## src/spg_pkg.sv

```systemverilog
// Constants and state types for the serial port and GPIO master block
package spg_pkg;
  localparam int CLK_PERIOD_NS    = 100;
  localparam int ISO_HIGH_MIN_NS  = 30;
  localparam int ISO_HIGH_RAW     = (ISO_HIGH_MIN_NS + CLK_PERIOD_NS - 1) / CLK_PERIOD_NS;
  localparam int ISO_HIGH_CYC     = (ISO_HIGH_RAW < 1) ? 1 : ISO_HIGH_RAW;
  localparam int LONG_HALF_NS     = 150;
  localparam int LONG_HALF_RAW    = (LONG_HALF_NS + CLK_PERIOD_NS - 1) / CLK_PERIOD_NS;
  localparam int LONG_HALF_CYC    = (LONG_HALF_RAW < 1) ? 1 : LONG_HALF_RAW;
  localparam int SHORT_HALF_NS    = 50;
  localparam int SHORT_HALF_RAW   = (SHORT_HALF_NS + CLK_PERIOD_NS - 1) / CLK_PERIOD_NS;
  localparam int SHORT_HALF_CYC   = (SHORT_HALF_RAW < 1) ? 1 : SHORT_HALF_RAW;
  localparam logic [4:0] BYTE_HOST_CLKS = 5'h18;
  localparam logic [4:0] SPI_BIT_RISES  = 5'h10;
  localparam logic [4:0] LAST_RISE      = 5'h12;
  localparam logic [4:0] STOP_RISE      = 5'h13;
  localparam logic [4:0] STOP_FALL      = 5'h14;
  localparam logic [4:0] ACK_FALL       = 5'h11;
  localparam logic [1:0] STRAP_WAIT     = 2'h2;
  localparam int BYTE_W     = 8;
  localparam int FIFO_DEPTH = 16;
  localparam int SYNC_W     = 11;
  localparam int SY_SCK = 0;
  localparam int SY_CSB = 1;
  localparam int SY_SDI = 2;
  localparam int SY_STRAP = 3;
  localparam int SY_APOS = 4;
  localparam int SY_ANEG = 5;
  localparam int SY_MDIN = 6;
  localparam int SY_ADDR = 7;

  typedef enum logic [1:0] {
    SPG_IDLE = 2'b01,
    SPG_RUN  = 2'b10
  } spg_mst_t;

  typedef struct packed {
    logic [SYNC_W-1:0] meta;
    logic [SYNC_W-1:0] syn;
    logic [1:0]        strap_cnt;
    logic              strap_done;
    logic              pulse_mode;
    logic [3:0]        addr;
    logic              cs_p;
    logic              sck_p;
    logic              rx_busy;
    logic              rx_wait;
    logic              rx_pol;
    logic [2:0]        rx_cnt;
    logic              iso_cs;
    logic              iso_sdi;
    logic              iso_sck;
    logic [1:0]        iso_hi;
    logic [7:0]        sdo_sh;
    logic              sdo_oe;
    logic              sdo_hold;
    logic [7:0]        last_rx;
    spg_mst_t          st;
    logic [4:0]        rc;
    logic              first;
    logic              last;
    logic              i2c;
    logic [7:0]        tx_sh;
    logic [7:0]        rx_sh;
    logic              m_cs;
    logic              m_sck;
    logic              m_do;
    logic              m_oe;
    logic [7:0]        rx_byte;
    logic              rx_vld;
    logic [2:0]        pb_left;
    logic [2:0]        pb_half;
    logic              pb_sign;
    logic              pb_pos;
    logic              pb_neg;
  } spg_state_t;
endpackage

```

## src/spg_fifo_if.sv

```systemverilog
// Byte stream carrier between the block and its FIFO
`timescale 1ns/1ps
interface spg_fifo_if #(parameter int W = 8);
  logic [W-1:0] wdata;
  logic         wvalid;
  logic         wready;
  logic [W-1:0] rdata;
  logic         rvalid;
  logic         rready;
  modport fifo (input wdata, input wvalid, output wready,
                output rdata, output rvalid, input rready);
  modport user (output wdata, output wvalid, input wready,
                input rdata, input rvalid, output rready);
endinterface

```

## src/spg_top.sv

```systemverilog
// Host serial port, pulse link master and host-clocked GPIO bus master
//
// Functional notes
// - Every GPIO master edge is taken from a host serial clock edge or host select rise, never from a timer.
// - In I2C mode the master clock is low one host period and high one host period within a byte; between bytes it is held low.
// - The first master clock fall comes one host low phase after master select falls.
// - Master data is held from a master clock rise for one host period plus a high phase.
// - In pulse mode the internal clock high phase is made inside, at least 30 ns long.
// - The mode strap tied low selects the four-wire slave, otherwise the pulse link.
// - The four-wire port is mode 1,1 and samples host data on each rising clock edge.
// - The host serial output only pulls low; an external pull-up gives the high level.
// - The chained variant always runs its second port as pulse-link master.
// - The addressable variant reads its address from four straps and has no second port.
// - On the pulse link, select, clock and data events travel as differential pulses.
// - Select rise and fall go out as long pulses, clock rises as short data-signed pulses.
`timescale 1ns/1ps
module spg_top #(
  parameter bit DAISY_CHAIN = 1'b1
) (
  input  wire logic                      clk_in,
  input  wire logic                      reset_in,
  input  wire logic                      port_a_mode_strap_in,
  input  wire logic [3:0]                addr_strap_in,
  input  wire logic                      host_chip_select_n_in,
  input  wire logic                      host_serial_clock_in,
  input  wire logic                      host_serial_in_in,
  output logic                           host_serial_out_out,
  output logic                           host_serial_out_oe_out,
  input  wire logic                      port_a_pos_in,
  input  wire logic                      port_a_neg_in,
  output logic                           port_b_pos_out,
  output logic                           port_b_neg_out,
  input  wire logic                      start_gpio_transfer_cmd_in,
  input  wire logic                      i2c_select_in,
  input  wire logic [spg_pkg::BYTE_W-1:0] tx_byte_in,
  input  wire logic                      tx_valid_in,
  output logic                           tx_ready_out,
  output logic [spg_pkg::BYTE_W-1:0]     rx_byte_out,
  output logic                           rx_valid_out,
  output logic                           master_chip_select_n_out,
  output logic                           master_serial_clock_out,
  input  wire logic                      master_data_io_in,
  output logic                           master_data_io_out,
  output logic                           master_data_io_oe_out,
  output logic                           pulse_mode_out,
  output logic [3:0]                     device_address_out
);
  import spg_pkg::*;

  spg_state_t q;
  spg_state_t d;
  spg_fifo_if #(.W(BYTE_W)) fif ();

  spg_fifo #(.WIDTH(BYTE_W), .DEPTH(FIFO_DEPTH)) u_fifo (
    .clk_in   (clk_in),
    .reset_in (reset_in),
    .f        (fif.fifo)
  );

  assign fif.wdata  = tx_byte_in;
  assign fif.wvalid = tx_valid_in;

  logic cs_i;
  logic sck_i;
  logic sdi_i;
  logic rise;
  logic fall;
  logic cs_fall;
  logic cs_rise;
  logic load;

  always_comb begin
    d = q;
    load = 1'b0;
    d.meta = {addr_strap_in, master_data_io_in,
              port_a_neg_in, port_a_pos_in, port_a_mode_strap_in, host_serial_in_in,
              host_chip_select_n_in, host_serial_clock_in};
    d.syn = q.meta;
    // Straps are caught once the synchroniser has filled after reset
    if (!q.strap_done) begin
      d.strap_cnt = q.strap_cnt + 2'h1;
      if (q.strap_cnt == STRAP_WAIT) begin
        d.strap_done = 1'b1;
        d.pulse_mode = q.syn[SY_STRAP];
        d.addr       = DAISY_CHAIN ? 4'h0 : q.syn[SY_ADDR+3:SY_ADDR];
      end
    end
    // Pulse receiver: length of the first level tells long from short.
    // Short halves are near one clock, so a very narrow pulse can be missed.
    if (q.rx_wait) begin
      d.rx_wait = q.syn[SY_APOS] || q.syn[SY_ANEG];
    end else if (!q.rx_busy) begin
      if (q.syn[SY_APOS] || q.syn[SY_ANEG]) begin
        d.rx_busy = 1'b1;
        d.rx_pol  = q.syn[SY_APOS];
        d.rx_cnt  = 3'h1;
      end
    end else if ((q.rx_pol ? q.syn[SY_APOS] : q.syn[SY_ANEG]) && q.rx_cnt != 3'h7) begin
      d.rx_cnt = q.rx_cnt + 3'h1;
    end else begin
      d.rx_busy = 1'b0;
      d.rx_wait = 1'b1;
      if (q.rx_cnt >= 3'(LONG_HALF_CYC)) begin
        d.iso_cs = q.rx_pol;
      end else begin
        d.iso_sdi = q.rx_pol;
        d.iso_sck = 1'b1;
        d.iso_hi  = 2'(ISO_HIGH_CYC);
      end
    end
    if (q.iso_sck && q.iso_hi == 2'h1) begin
      d.iso_sck = 1'b0;
    end
    if (q.iso_hi != 2'h0) begin
      d.iso_hi = q.iso_hi - 2'h1;
    end
    cs_i  = q.pulse_mode ? q.iso_cs  : q.syn[SY_CSB];
    sck_i = q.pulse_mode ? q.iso_sck : q.syn[SY_SCK];
    sdi_i = q.pulse_mode ? q.iso_sdi : q.syn[SY_SDI];
    d.cs_p  = cs_i;
    d.sck_p = sck_i;
    rise    = sck_i && !q.sck_p && !cs_i;
    fall    = !sck_i && q.sck_p && !cs_i;
    cs_fall = !cs_i && q.cs_p;
    cs_rise = cs_i && !q.cs_p;
    // Four-wire slave return path: last master byte, shifted on falling edges
    // MSB stands from select fall through the first rise, so the first fall only arms
    if (cs_fall) begin
      d.sdo_sh   = q.last_rx;
      d.sdo_hold = 1'b1;
    end else if (fall) begin
      d.sdo_hold = 1'b0;
      if (!q.sdo_hold) begin
        d.sdo_sh = {q.sdo_sh[6:0], 1'b1};
      end
    end
    d.sdo_oe = !q.pulse_mode && !cs_i && !d.sdo_sh[7];
    // Pulse link master toward the next device; an event that lands while a
    // pulse is still going out is dropped, which host timing rules out
    if (q.pb_left != 3'h0) begin
      d.pb_left = q.pb_left - 3'h1;
    end else if (DAISY_CHAIN && (cs_fall || cs_rise || rise)) begin
      d.pb_half = (cs_fall || cs_rise) ? 3'(LONG_HALF_CYC) : 3'(SHORT_HALF_CYC);
      d.pb_left = {d.pb_half[1:0], 1'b0};
      d.pb_sign = (cs_fall || cs_rise) ? cs_rise : sdi_i;
    end
    d.pb_pos = (d.pb_left != 3'h0) && ((d.pb_left > d.pb_half) == d.pb_sign);
    d.pb_neg = (d.pb_left != 3'h0) && ((d.pb_left > d.pb_half) != d.pb_sign);
    // GPIO master, started by the start command, stepped by host clock edges, ended early by host select rise
    d.rx_vld = 1'b0;
    case (q.st)
      SPG_IDLE: begin
        if (start_gpio_transfer_cmd_in) begin
          d.st    = SPG_RUN;
          d.rc    = BYTE_HOST_CLKS;
          d.first = 1'b1;
          d.i2c   = i2c_select_in;
        end
      end
      SPG_RUN: begin
        if (cs_rise) begin
          d.st    = SPG_IDLE;
          d.m_cs  = 1'b1;
          d.m_sck = 1'b1;
          d.m_oe  = 1'b0;
        end else if (fall && q.rc == BYTE_HOST_CLKS) begin
          if (fif.rvalid && !(q.last && !q.first)) begin
            load    = 1'b1;
            d.rc    = 5'h0;
            d.last  = 1'b0;
            // SPI puts the MSB out at load; I2C sends it at the first fall
            d.tx_sh = q.i2c ? fif.rdata : {fif.rdata[6:0], 1'b1};
            if (q.i2c) begin
              if (q.first) begin
                d.m_do = 1'b0;
                d.m_oe = 1'b1;
              end
            end else begin
              d.m_cs = 1'b0;
              d.m_do = fif.rdata[7];
              d.m_oe = 1'b1;
            end
            d.first = 1'b0;
          end else if (q.last) begin
            d.st = SPG_IDLE;
          end
        end else if (rise && q.rc < BYTE_HOST_CLKS) begin
          d.rc = q.rc + 5'h1;
          if (q.rc < LAST_RISE) begin
            d.m_sck = q.rc[0] || (!q.i2c && q.rc >= SPI_BIT_RISES);
          end
          if (q.rc[0] && q.rc < SPI_BIT_RISES) begin
            d.rx_sh = {q.rx_sh[6:0], q.syn[SY_MDIN]};
          end
          if (q.rc == LAST_RISE) begin
            d.last = !fif.rvalid;
            d.m_cs = !fif.rvalid || q.i2c;
            if (q.i2c) begin
              d.m_sck = 1'b0;
            end
          end
          if (q.i2c && q.rc == STOP_RISE) begin
            d.m_sck = q.last;
          end
          if (q.rc == BYTE_HOST_CLKS - 5'h1) begin
            d.rx_byte = q.rx_sh;
            d.last_rx = q.rx_sh;
            d.rx_vld  = 1'b1;
          end
        end else if (fall && q.rc[0] && q.rc <= ACK_FALL && (q.i2c || q.rc > 5'h1)) begin
          d.m_do  = q.tx_sh[7];
          d.m_oe  = !q.i2c || !q.tx_sh[7];
          d.tx_sh = {q.tx_sh[6:0], 1'b1};
        end else if (fall && q.i2c && q.last) begin
          if (q.rc == STOP_RISE) begin
            d.m_do = 1'b0;
            d.m_oe = 1'b1;
          end else if (q.rc == STOP_FALL) begin
            d.m_oe = 1'b0;
          end
        end
        if (!q.i2c && q.rc >= LAST_RISE && q.last && d.m_cs) begin
          d.m_oe = 1'b0;
        end
      end
      default: begin
        d.st = SPG_IDLE;
      end
    endcase
    if (q.i2c) begin
      d.m_do = 1'b0;                                                       // Open drain: only pulls low
    end
    fif.rready = load;
  end

  always_ff @(posedge clk_in) begin
    if (reset_in) begin
      q        <= '0;
      q.st     <= SPG_IDLE;
      q.cs_p   <= 1'b1;
      // Synchroniser and edge history start at the idle pin levels: no false edge
      q.sck_p  <= 1'b1;
      q.meta[SY_CSB] <= 1'b1;
      q.meta[SY_SCK] <= 1'b1;
      q.syn[SY_CSB]  <= 1'b1;
      q.syn[SY_SCK]  <= 1'b1;
      q.iso_cs <= 1'b1;
      q.m_cs   <= 1'b1;
      q.m_sck  <= 1'b1;
      q.sdo_sh <= 8'hFF;
    end else begin
      q <= d;
    end
  end

  assign host_serial_out_out      = 1'b0;
  assign host_serial_out_oe_out   = q.sdo_oe;
  assign port_b_pos_out           = q.pb_pos;
  assign port_b_neg_out           = q.pb_neg;
  assign tx_ready_out             = fif.wready;
  assign rx_byte_out              = q.rx_byte;
  assign rx_valid_out             = q.rx_vld;
  assign master_chip_select_n_out = q.m_cs;
  assign master_serial_clock_out  = q.m_sck;
  assign master_data_io_out       = q.m_do;
  assign master_data_io_oe_out    = q.m_oe;
  assign pulse_mode_out           = q.pulse_mode;
  assign device_address_out       = q.addr;
endmodule

```

## src/spg_fifo.sv

```systemverilog
// Synchronous FIFO with valid and ready on both sides
`timescale 1ns/1ps
module spg_fifo #(
  parameter int WIDTH = 8,
  parameter int DEPTH = 16
) (
  input  wire logic clk_in,
  input  wire logic reset_in,
  spg_fifo_if.fifo  f
);
  import spg_pkg::*;
  localparam int AW = $clog2(DEPTH);
  typedef struct packed {
    logic [AW-1:0] wp;
    logic [AW-1:0] rp;
    logic [AW:0]   cnt;
    logic          wready;
  } spg_fifo_state_t;

  spg_fifo_state_t        q;
  spg_fifo_state_t        d;
  logic [WIDTH-1:0]       mem [DEPTH];
  logic                   push;
  logic                   pop;

  // Ready is registered so the writer never sees a combinational path
  assign push      = f.wvalid && q.wready;
  assign pop       = f.rready && (q.cnt != '0);
  assign f.wready  = q.wready;
  assign f.rvalid  = (q.cnt != '0);
  assign f.rdata   = mem[q.rp];

  always_comb begin
    d = q;
    if (push) begin
      d.wp = q.wp + 1'b1;
    end
    if (pop) begin
      d.rp = q.rp + 1'b1;
    end
    d.cnt    = q.cnt + {{AW{1'b0}}, push} - {{AW{1'b0}}, pop};
    d.wready = (d.cnt != (AW+1)'(DEPTH));
  end

  always_ff @(posedge clk_in) begin
    if (reset_in) begin
      q        <= '0;
      q.wready <= 1'b1;
    end else begin
      q <= d;
    end
  end

  always_ff @(posedge clk_in) begin
    if (push) begin
      mem[q.wp] <= f.wdata;
    end
  end
endmodule

```

## config.mk

```make
export PLATFORM = sky130hd
export DESIGN_NAME = spg_top
export DESIGN_NICKNAME = d
export VERILOG_FILES = /design/src/spg_pkg.sv /design/src/spg_fifo_if.sv /design/src/spg_top.sv /design/src/spg_fifo.sv
export SDC_FILE = /design/constraint.sdc
export NUM_CORES = 1
export LEC_CHECK = 0
export ABC_AREA = 1
export CAP_MARGIN = 20
export CORE_ASPECT_RATIO = 1.1
export CORE_MARGIN = 1.5
export CORE_UTILIZATION = 51
export CTS_BUF_LIST = sky130_fd_sc_hd__clkbuf_8
export DETAILED_ROUTE_END_ITERATION = 10
export DONT_BUFFER_PORTS = 1
export GPL_TIMING_DRIVEN = 1
export PLACE_DENSITY = 0.74
export SYNTH_ARGS = -nofsm -noshare
export SYNTH_HDL_FRONTEND = slang
export SYNTH_SLANG_ARGS = --single-unit
```

## constraint.sdc

```tcl
create_clock -name clk_in -period 3.2 [get_ports clk_in]
set_clock_uncertainty 0.1 [all_clocks]
set_input_delay 0.48 -clock clk_in [delete_from_list [all_inputs] [get_ports clk_in]]
set_output_delay 0.48 -clock clk_in [all_outputs]
set_load 0.005 [all_outputs]
```

==> results.yml, run 1 <==
worst_hold_path:
  hp-class: "in -> reg"
clocking:
  clock-root-buffer: "clkbuf_8"
  clk_pin_slew_ns: 0.06
  cts_buffers: 39
  h-tree-depth: 2
  clkLatencyLatePin_ns: 0.53
  cts_tree: "yes"
  clockBufferDepth: 3
  numClockSinks: 235
die:
  io_pins: 47
  core_area_um2: 19300
  start_util_pct: 52.6
  rows: 53
  die_x_um: 137
  dieArea_um2: 20700
  die_h_um: 151
global_routing:
  overflow: 0
  gr-usage-met2_pct: 35.8
  grt_pass1_wl_mm: 33.1
  antenna_found_initial: 1
  grt_start_max_net_pins: 80
  grt_pass1_vias: 6957
  grt_usage_pct: 20.3
  met1_usage_pct: 24.1
  use_met3_pct: 4.99
  top_usage_layer: "met2"
worst_setup_path:
  worst-path-buf-inv: 5
  critPathKind: "reg -> reg"
  worstSetupStartpointType: "register"
  endpoint_kind: "register"
  critPathMaxStageDelay_ns: 0.44
  cpMaxStageDelayCell: "fa_1"
  worstPathCellList: "inv_2 -> nand2_1 -> nand2_2 -> ha_1 -> nor2_2 -> inv_1 -> nor2_1 -> nand2_1 -> inv_2 -> ha_1 -> inv_1 -> ha_1 -> inv_1 -> fa_1 -> nor2_1 -> a211oi_1 -> o21ai_0 -> a21oi_1"
  critPathMaxFanout: 6
  critical-path-top-delay-family: "adder cells"
  cp.arrival_ns: 3.22
  required_ns: 3.49
route:
  drt_pass1_iterations: 5
  post_drt_via_cell_ratio: 5.28
  drt-total-wl_mm: 20.6
  drt-wirelength-per-cell_um: 15.1
  ant_nets: 0
  route.vias.total: 7219
  drc: 0
  drt_iter0_drc: 458
synthesis:
  yosysSeqAreaShare_pct: 59.0
  yosys.cell_types.count: 44
  syn_area_um2: 10100
  ys_seq_elements: 235
  synthCells: 1066
  syn_avg_cell_area_um2: 9.51
  ys_warn_count: 0
placement:
  numPlacedInstances: 1278
  place.gp.congestion: 0.910
  port_buffers: 0
  post-dp-hpwl_mm: 13.0
  dpl_cell_area_um2: 10300
final_layout:
  final_cells: 1366
  fillerInstances: 1641
  syn2layout_area_growth_pct: 11.2
  fin_area_um2: 11300
  drive_gt1_share_pct: 9.75
  layout.nets: 1138
timing:
  finalHoldViolations: 0
  tightest_slew_ns: 0.918
  slew_viol_final: 0
  max_freq_mhz: 341
  fin_hold_ws_ns: 0.0537
  relSlewSlack_pct: 38.6
  setup_viol: 0
  period_needed_ns: 2.93
  fin_crit_sh_pct: 91.6
status:
  status: "finished clean"
power:
  power_density_nw_per_um2: 623
  ir_worst_vdd_v: 0.000542
  power_leakage_nw: 4.47
run:
  cap_violations: 0
cells in the mapped netlist (all sizes together):
master	instances	share of area, %
inv	167	6.2
nand2	158	6.2
edfxtp	128	38
dfxtp	107	21
a21oi	97	4.8
nand3	83	4.3
o21ai	82	4.0
nor2	76	3.2
o211ai	34	2.5
buf	30	1.7
ha	24	3.0
clkbuf	22	0.81
nor3	11	0.64
o2111ai	7	0.67
a22oi	6	0.44
a211oi	5	0.37
a31oi	5	0.31
or2	5	0.33
xor2	5	0.43
nand4	3	0.19
a311oi	1	0.086
a41oi	1	0.086
and2	1	0.062
clkinv	1	0.037
conb	1	0.037
fa	1	0.20
nor2b	1	0.062
o221ai	1	0.086
o22ai	1	0.062
o311ai	1	0.086
o31ai	1	0.074
cell type report:
| class | count | area, um2 | area share, % |
|---|---|---|---|
| timing repair buffer | 30 | 300 | 2.66 |
| inverter | 168 | 631 | 5.59 |
| antenna | 1 | 2.50 | 0.0222 |
| multi-input combinational | 615 | 3290 | 29.2 |
| tap | 247 | 309 | 2.74 |
| clock buffer | 47 | 647 | 5.74 |
| clock inverter | 23 | 101 | 0.899 |
| sequential | 235 | 5990 | 53.2 |
worst reg2reg max path, stage by stage, from the launching register on:
cell and delay (ns):
dfxtp_2 0.38, inv_2 0.08, nand2_1 0.07, nand2_2 0.08, ha_1 0.24, nor2_2 0.14
inv_1 0.07, nor2_1 0.10, nand2_1 0.09, inv_2 0.09, ha_1 0.23, inv_1 0.06
ha_1 0.17, inv_1 0.06, fa_1 0.44, nor2_1 0.13, a211oi_1 0.06, o21ai_0 0.16
a21oi_1 0.07
path summary, 6_finish.rpt:
kind / from / to / slack, ns / cells after the start
min: i2c_select_in / q[38]$_SDFFE_PP0P_ / 0.05 / 2
min reg2reg: d[92]$_SDFF_PP0_ / q[92]$_SDFF_PP0_ / 0.30 / 2
max: pulse_mode_out$_SDFFE_PP0P_ / u_fifo.q[5]$_SDFF_PP0_ / 0.27 / 18
max reg2reg: pulse_mode_out$_SDFFE_PP0P_ / u_fifo.q[5]$_SDFF_PP0_ / 0.27 / 18
timing repair:
item / in CTS / in global routing
setup buffers: 0 / 1
setup endpoints to repair: 0 / 2
hold buffers: 16 / 0
resized for setup: 0 / 2
hold endpoints to repair: 171 / 0
placed cells by master, fill, tap and decap left out, types with 9 or more instances in the layout:
cell type | synthesis | layout
buf_4 | 14 | 12
nand3_1 | 79 | 79
nand2_1 | 149 | 149
o211ai_1 | 34 | 34
o21ai_0 | 73 | 73
nor3_1 | 9 | 9
nor2_1 | 71 | 71
edfxtp_1 | 128 | 128
ha_1 | 24 | 24
o21ai_1 | 9 | 9
inv_2 | 10 | 10
clkbuf_8 | 0 | 47
a21oi_1 | 97 | 97
dfxtp_1 | 107 | 104
dlygate4sd3_1 | 0 | 15
inv_1 | 157 | 168
stage by stage:
stage / util [%] / setup WS (ns) / total power (W) / TNS, ns
global placement: 53.6 / 0.245 / 0.00446 / 0
detailed placement: 53.6 / 0.162 / 0.00451 / 0
floorplan: - / 0.284 / 0.00429 / 0
finish: 58.4 / 0.268 / 0.00702 / 0
CTS: 58.3 / 0.134 / 0.00705 / 0
global route: 58.4 / -0.00699 / 0.00739 / -0.00699
report_power, final:
part | switching (W) | internal, W | leakage (nW)
Sequential | 0.0000904 | 0.00337 | 2.03
Combinational | 0.000685 | 0.000383 | 2.01
Clock | 0.00116 | 0.00133 | 0.429
Total | 0.00194 | 0.00509 | 4.47
registers in the layout, summed over array words and instances, names as in the netlist, 7 cells and up, named ones only:
signal       flops
q               65
rx_byte_out      8
u_fifo.q        13
u_fifo.mem     128
d                7
routing by layer:
| metal | up-vias | routed length [um] |
|---|---|---|
| met5 | - | 0 |
| met4 | 0 | 401 |
| met3 | 34 | 1080 |
| met2 | 168 | 10300 |
| met1 | 3385 | 8850 |
| li1 | 3632 | - |
kinds of logic (layout without fill, tap and decap cells):
group,Yosys count,in the layout,share of synthesized area [%]
xor gates and xnor gates,5,5,0.432
other,1,6,0.0370
buffers and inverters,220,268,8.76
and+or+nand+nor,338,338,15.0
adders and majority gates,25,25,3.16
DFF,235,235,59.0
AOI/OAI and AO/OA,242,242,13.6
No activity file was read; power rests on OpenSTA's default activity.
==> inputs of run 2 (changes only) <==
Settings changed: ABC_AREA 1 to unset.
==> results.yml, run 2 <==
status:
  status: "finished clean"
worst_setup_path:
  worstSetupStartpointType: "register"
  cp.arrival_ns: 3.32
  critPathKind: "reg -> reg"
  critical-path-top-delay-family: "simple AND/OR/NAND/NOR gates"
  r2r_cells: 14
  crit_top_cell: "inv_1"
  critPathMaxStageDelay_ns: 0.59
  cpMaxStageDelayCell: "or4b_4"
  worstPathCellList: "or4b_4 -> a21oi_4 -> and3_4 -> ha_1 -> inv_1 -> ha_1 -> inv_1 -> fa_1 -> inv_1 -> a21oi_1 -> nor2_1 -> o21ai_0 -> a21oi_1 -> nand4_1"
  critPathMaxFanout: 4
  reg2reg_to: "u_fifo.f.wready$_SDFF_PP1_"
  endpoint_kind: "register"
  worst-path-buf-inv: 3
  regToRegStartpoint: "q[87]$_SDFF_PP1_"
  required_ns: 3.47
  r2r_slack_ns: 0.15
synthesis:
  synthTopCellsByArea: "edfxtp_1, dfxtp_1, mux4_2"
  synthTopCellsByCount: "edfxtp_1, dfxtp_1, nor2_1, nand2_1, mux2i_1"
  synth_edf_count: 128
  yosysSeqAreaShare_pct: 59.7
  yosys.cell_types.count: 73
  ys_seq_elements: 235
  netlist.area_leader.share_pct: 38.3
  synth_top_cell_by_area: "edfxtp_1"
  synth_most_common_cell: "edfxtp_1"
  syn_avg_cell_area_um2: 12.5
  ys_warn_count: 0
  syn_area_um2: 10000
  synthCells: 802
  synth-main-ff-cell: "edfxtp_1"
  synth-async-reset-ratio_pct: 0
die:
  rows: 53
  start_util_pct: 52.3
  io_pins: 47
  dieArea_um2: 20500
  die_h_um: 150
  die_x_um: 137
  core_area_um2: 19200
run:
  cap_violations: 0
global_routing:
  antenna_found_initial: 0
  grt_usage_pct: 19.8
  grt_start_max_net_pins: 81
  overflow: 0
  grt_pass1_wl_mm: 31.4
  grt_pass1_vias: 6284
final_layout:
  largest_reg_flops: 128
  final_cell_mix: "edfxtp_1, dfxtp_1, nor2_1, nand2_1, clkbuf_8"
  syn2layout_area_growth_pct: 12.6
  antennaDiodeCount: 0
  drive_gt1_share_pct: 18.1
  mostFrequentLayoutCell: "edfxtp_1"
  fillerInstances: 1523
  regArea_um2: 5990
  reg.largest.list: "u_fifo.mem: 128 flops, q: 65 flops, u_fifo.q: 13 flops"
  layout.nets: 902
  top_register: "u_fifo.mem"
  multiInputGateArea_um2: 3680
timing:
  max_freq_mhz: 328
  fin_setup_tns_ns: 0
  relSlewSlack_pct: 53.4
  setup_viol: 0
  fin_hold_ws_ns: 0.0452
  period_needed_ns: 3.05
  fin_ws_ns: 0.151
  finalHoldViolations: 0
  fin_crit_sh_pct: 95.3
  tightest_slew_ns: 0.697
  slew_viol_final: 0
power:
  ir_worst_vdd_v: 0.000505
  finalPower_w: 0.00669
  power_density_nw_per_um2: 592
  power_leakage_nw: 4.01
route:
  drt-total-wl_mm: 19.7
  route.met2.wl_mm: 9.51
  maxUsedRoutingLayer: "met4"
  drt-wirelength-per-cell_um: 17.5
  route.vias.total: 6315
  drc: 0
  drt_pass1_iterations: 5
  drt_iter0_drc: 468
  post_drt_via_cell_ratio: 5.61
  m1WireLength_mm: 8.10
  wl_met3_mm: 1.45
  ant_nets: 0
worst_hold_path:
  min_to: "port_b_neg_out$_SDFF_PP0_"
  holdCritStartpoint: "reset_in"
  whs_path_depth: 2
  hp-class: "in -> reg"
placement:
  pre_cts_slack_ns: 0.131
  port_buffers: 0
  post-dp-hpwl_mm: 12.9
  place.gp.congestion: 0.914
clocking:
  clk_pin_slew_ns: 0.06
  numClockSinks: 235
  cts_buffers: 37
  clkLatencyLatePin_ns: 0.53
  cts_tree: "yes"
  h-tree-depth: 2
  clockBufferDepth: 3
  clock-root-buffer: "clkbuf_8"
==> run 2: worst max path at each step <==
stage	to	slack (ns)	startpoint	cells after the start
floorplan	u_fifo.f.wready$_SDFF_PP1_	0.02	pulse_mode_out$_SDFFE_PP0P_	19
global placement	u_fifo.f.wready$_SDFF_PP1_	0.22	pulse_mode_out$_SDFFE_PP0P_	14
detailed placement	u_fifo.f.wready$_SDFF_PP1_	0.13	pulse_mode_out$_SDFFE_PP0P_	14
CTS	u_fifo.f.wready$_SDFF_PP1_	0.11	pulse_mode_out$_SDFFE_PP0P_	14
global route	u_fifo.f.wready$_SDFF_PP1_	-0.02	q[42]$_SDFFE_PP0P_	16
finish	u_fifo.f.wready$_SDFF_PP1_	0.15	q[87]$_SDFF_PP1_	14
==> run 2: layout make-up <==
cell class              instances  share of cell area (%)
clock buffers                  44                    5.37
clock inverters                20                   0.765
inverters                      28                   0.931
multi-input cells             491                    32.6
flip-flops and latches        235                    53.0
well taps                     247                    2.74
repair buffers                 60                    4.52
==> run 2: worst register-to-register path: stages (launching register included) <==
cell	delay [ns]
dfxtp_1	0.33
or4b_4	0.59
a21oi_4	0.15
and3_4	0.20
ha_1	0.24
inv_1	0.06
ha_1	0.16
inv_1	0.06
fa_1	0.42
inv_1	0.07
a21oi_1	0.05
nor2_1	0.11
o21ai_0	0.09
a21oi_1	0.19
nand4_1	0.11
==> run 2: stage by stage <==
| stage | std cells | util (%) | area, um2 |
|---|---|---|---|
| after floorplan | 806 | - | 10000 |
| after global placement | 1042 | 54.1 | 10400 |
| after detailed placement | 1042 | 54.1 | 10400 |
| after CTS | 1123 | 58.7 | 11300 |
| after global routing | 1125 | 58.9 | 11300 |
| final | 1125 | 58.9 | 11300 |
==> run 2: timing repair <==
item | 4_1_cts | 5_1_grt
resized for setup | 0 | 3
hold buffers | 17 | 0
endpoints found under the setup margin | 0 | 1
hold endpoints to repair | 209 | 0
setup buffers | 0 | 2
==> run 2: kinds of logic (layout without fill, tap and decap cells) <==
group | Yosys count | in the layout | synth area share, %
buffers and inverters | 80 | 152 | 3.96
multiplexers | 73 | 73 | 11.0
XOR/XNOR | 11 | 11 | 0.961
AND/OR/NAND/NOR | 253 | 253 | 12.9
other | 1 | 5 | 0.0374
adder cells (fa/ha/maj) | 25 | 25 | 3.20
flip-flops | 235 | 235 | 59.7
AO/OA/AOI/OAI | 124 | 124 | 8.23
==> run 2: layer usage <==
layer | up-vias | GRT usage (%)
met3 | 50 | 4.84
met4 | 0 | 8.51
li1 | 3030 | -
met2 | 196 | 33.7
met1 | 3039 | 23.8
met5 | - | 0
==> run 2: report_power, final <==
group          switching [W]  internal [W]  total [W]
combinational       0.000491      0.000410   0.000901
clock                0.00112       0.00124    0.00236
sequential         0.0000883       0.00334    0.00342
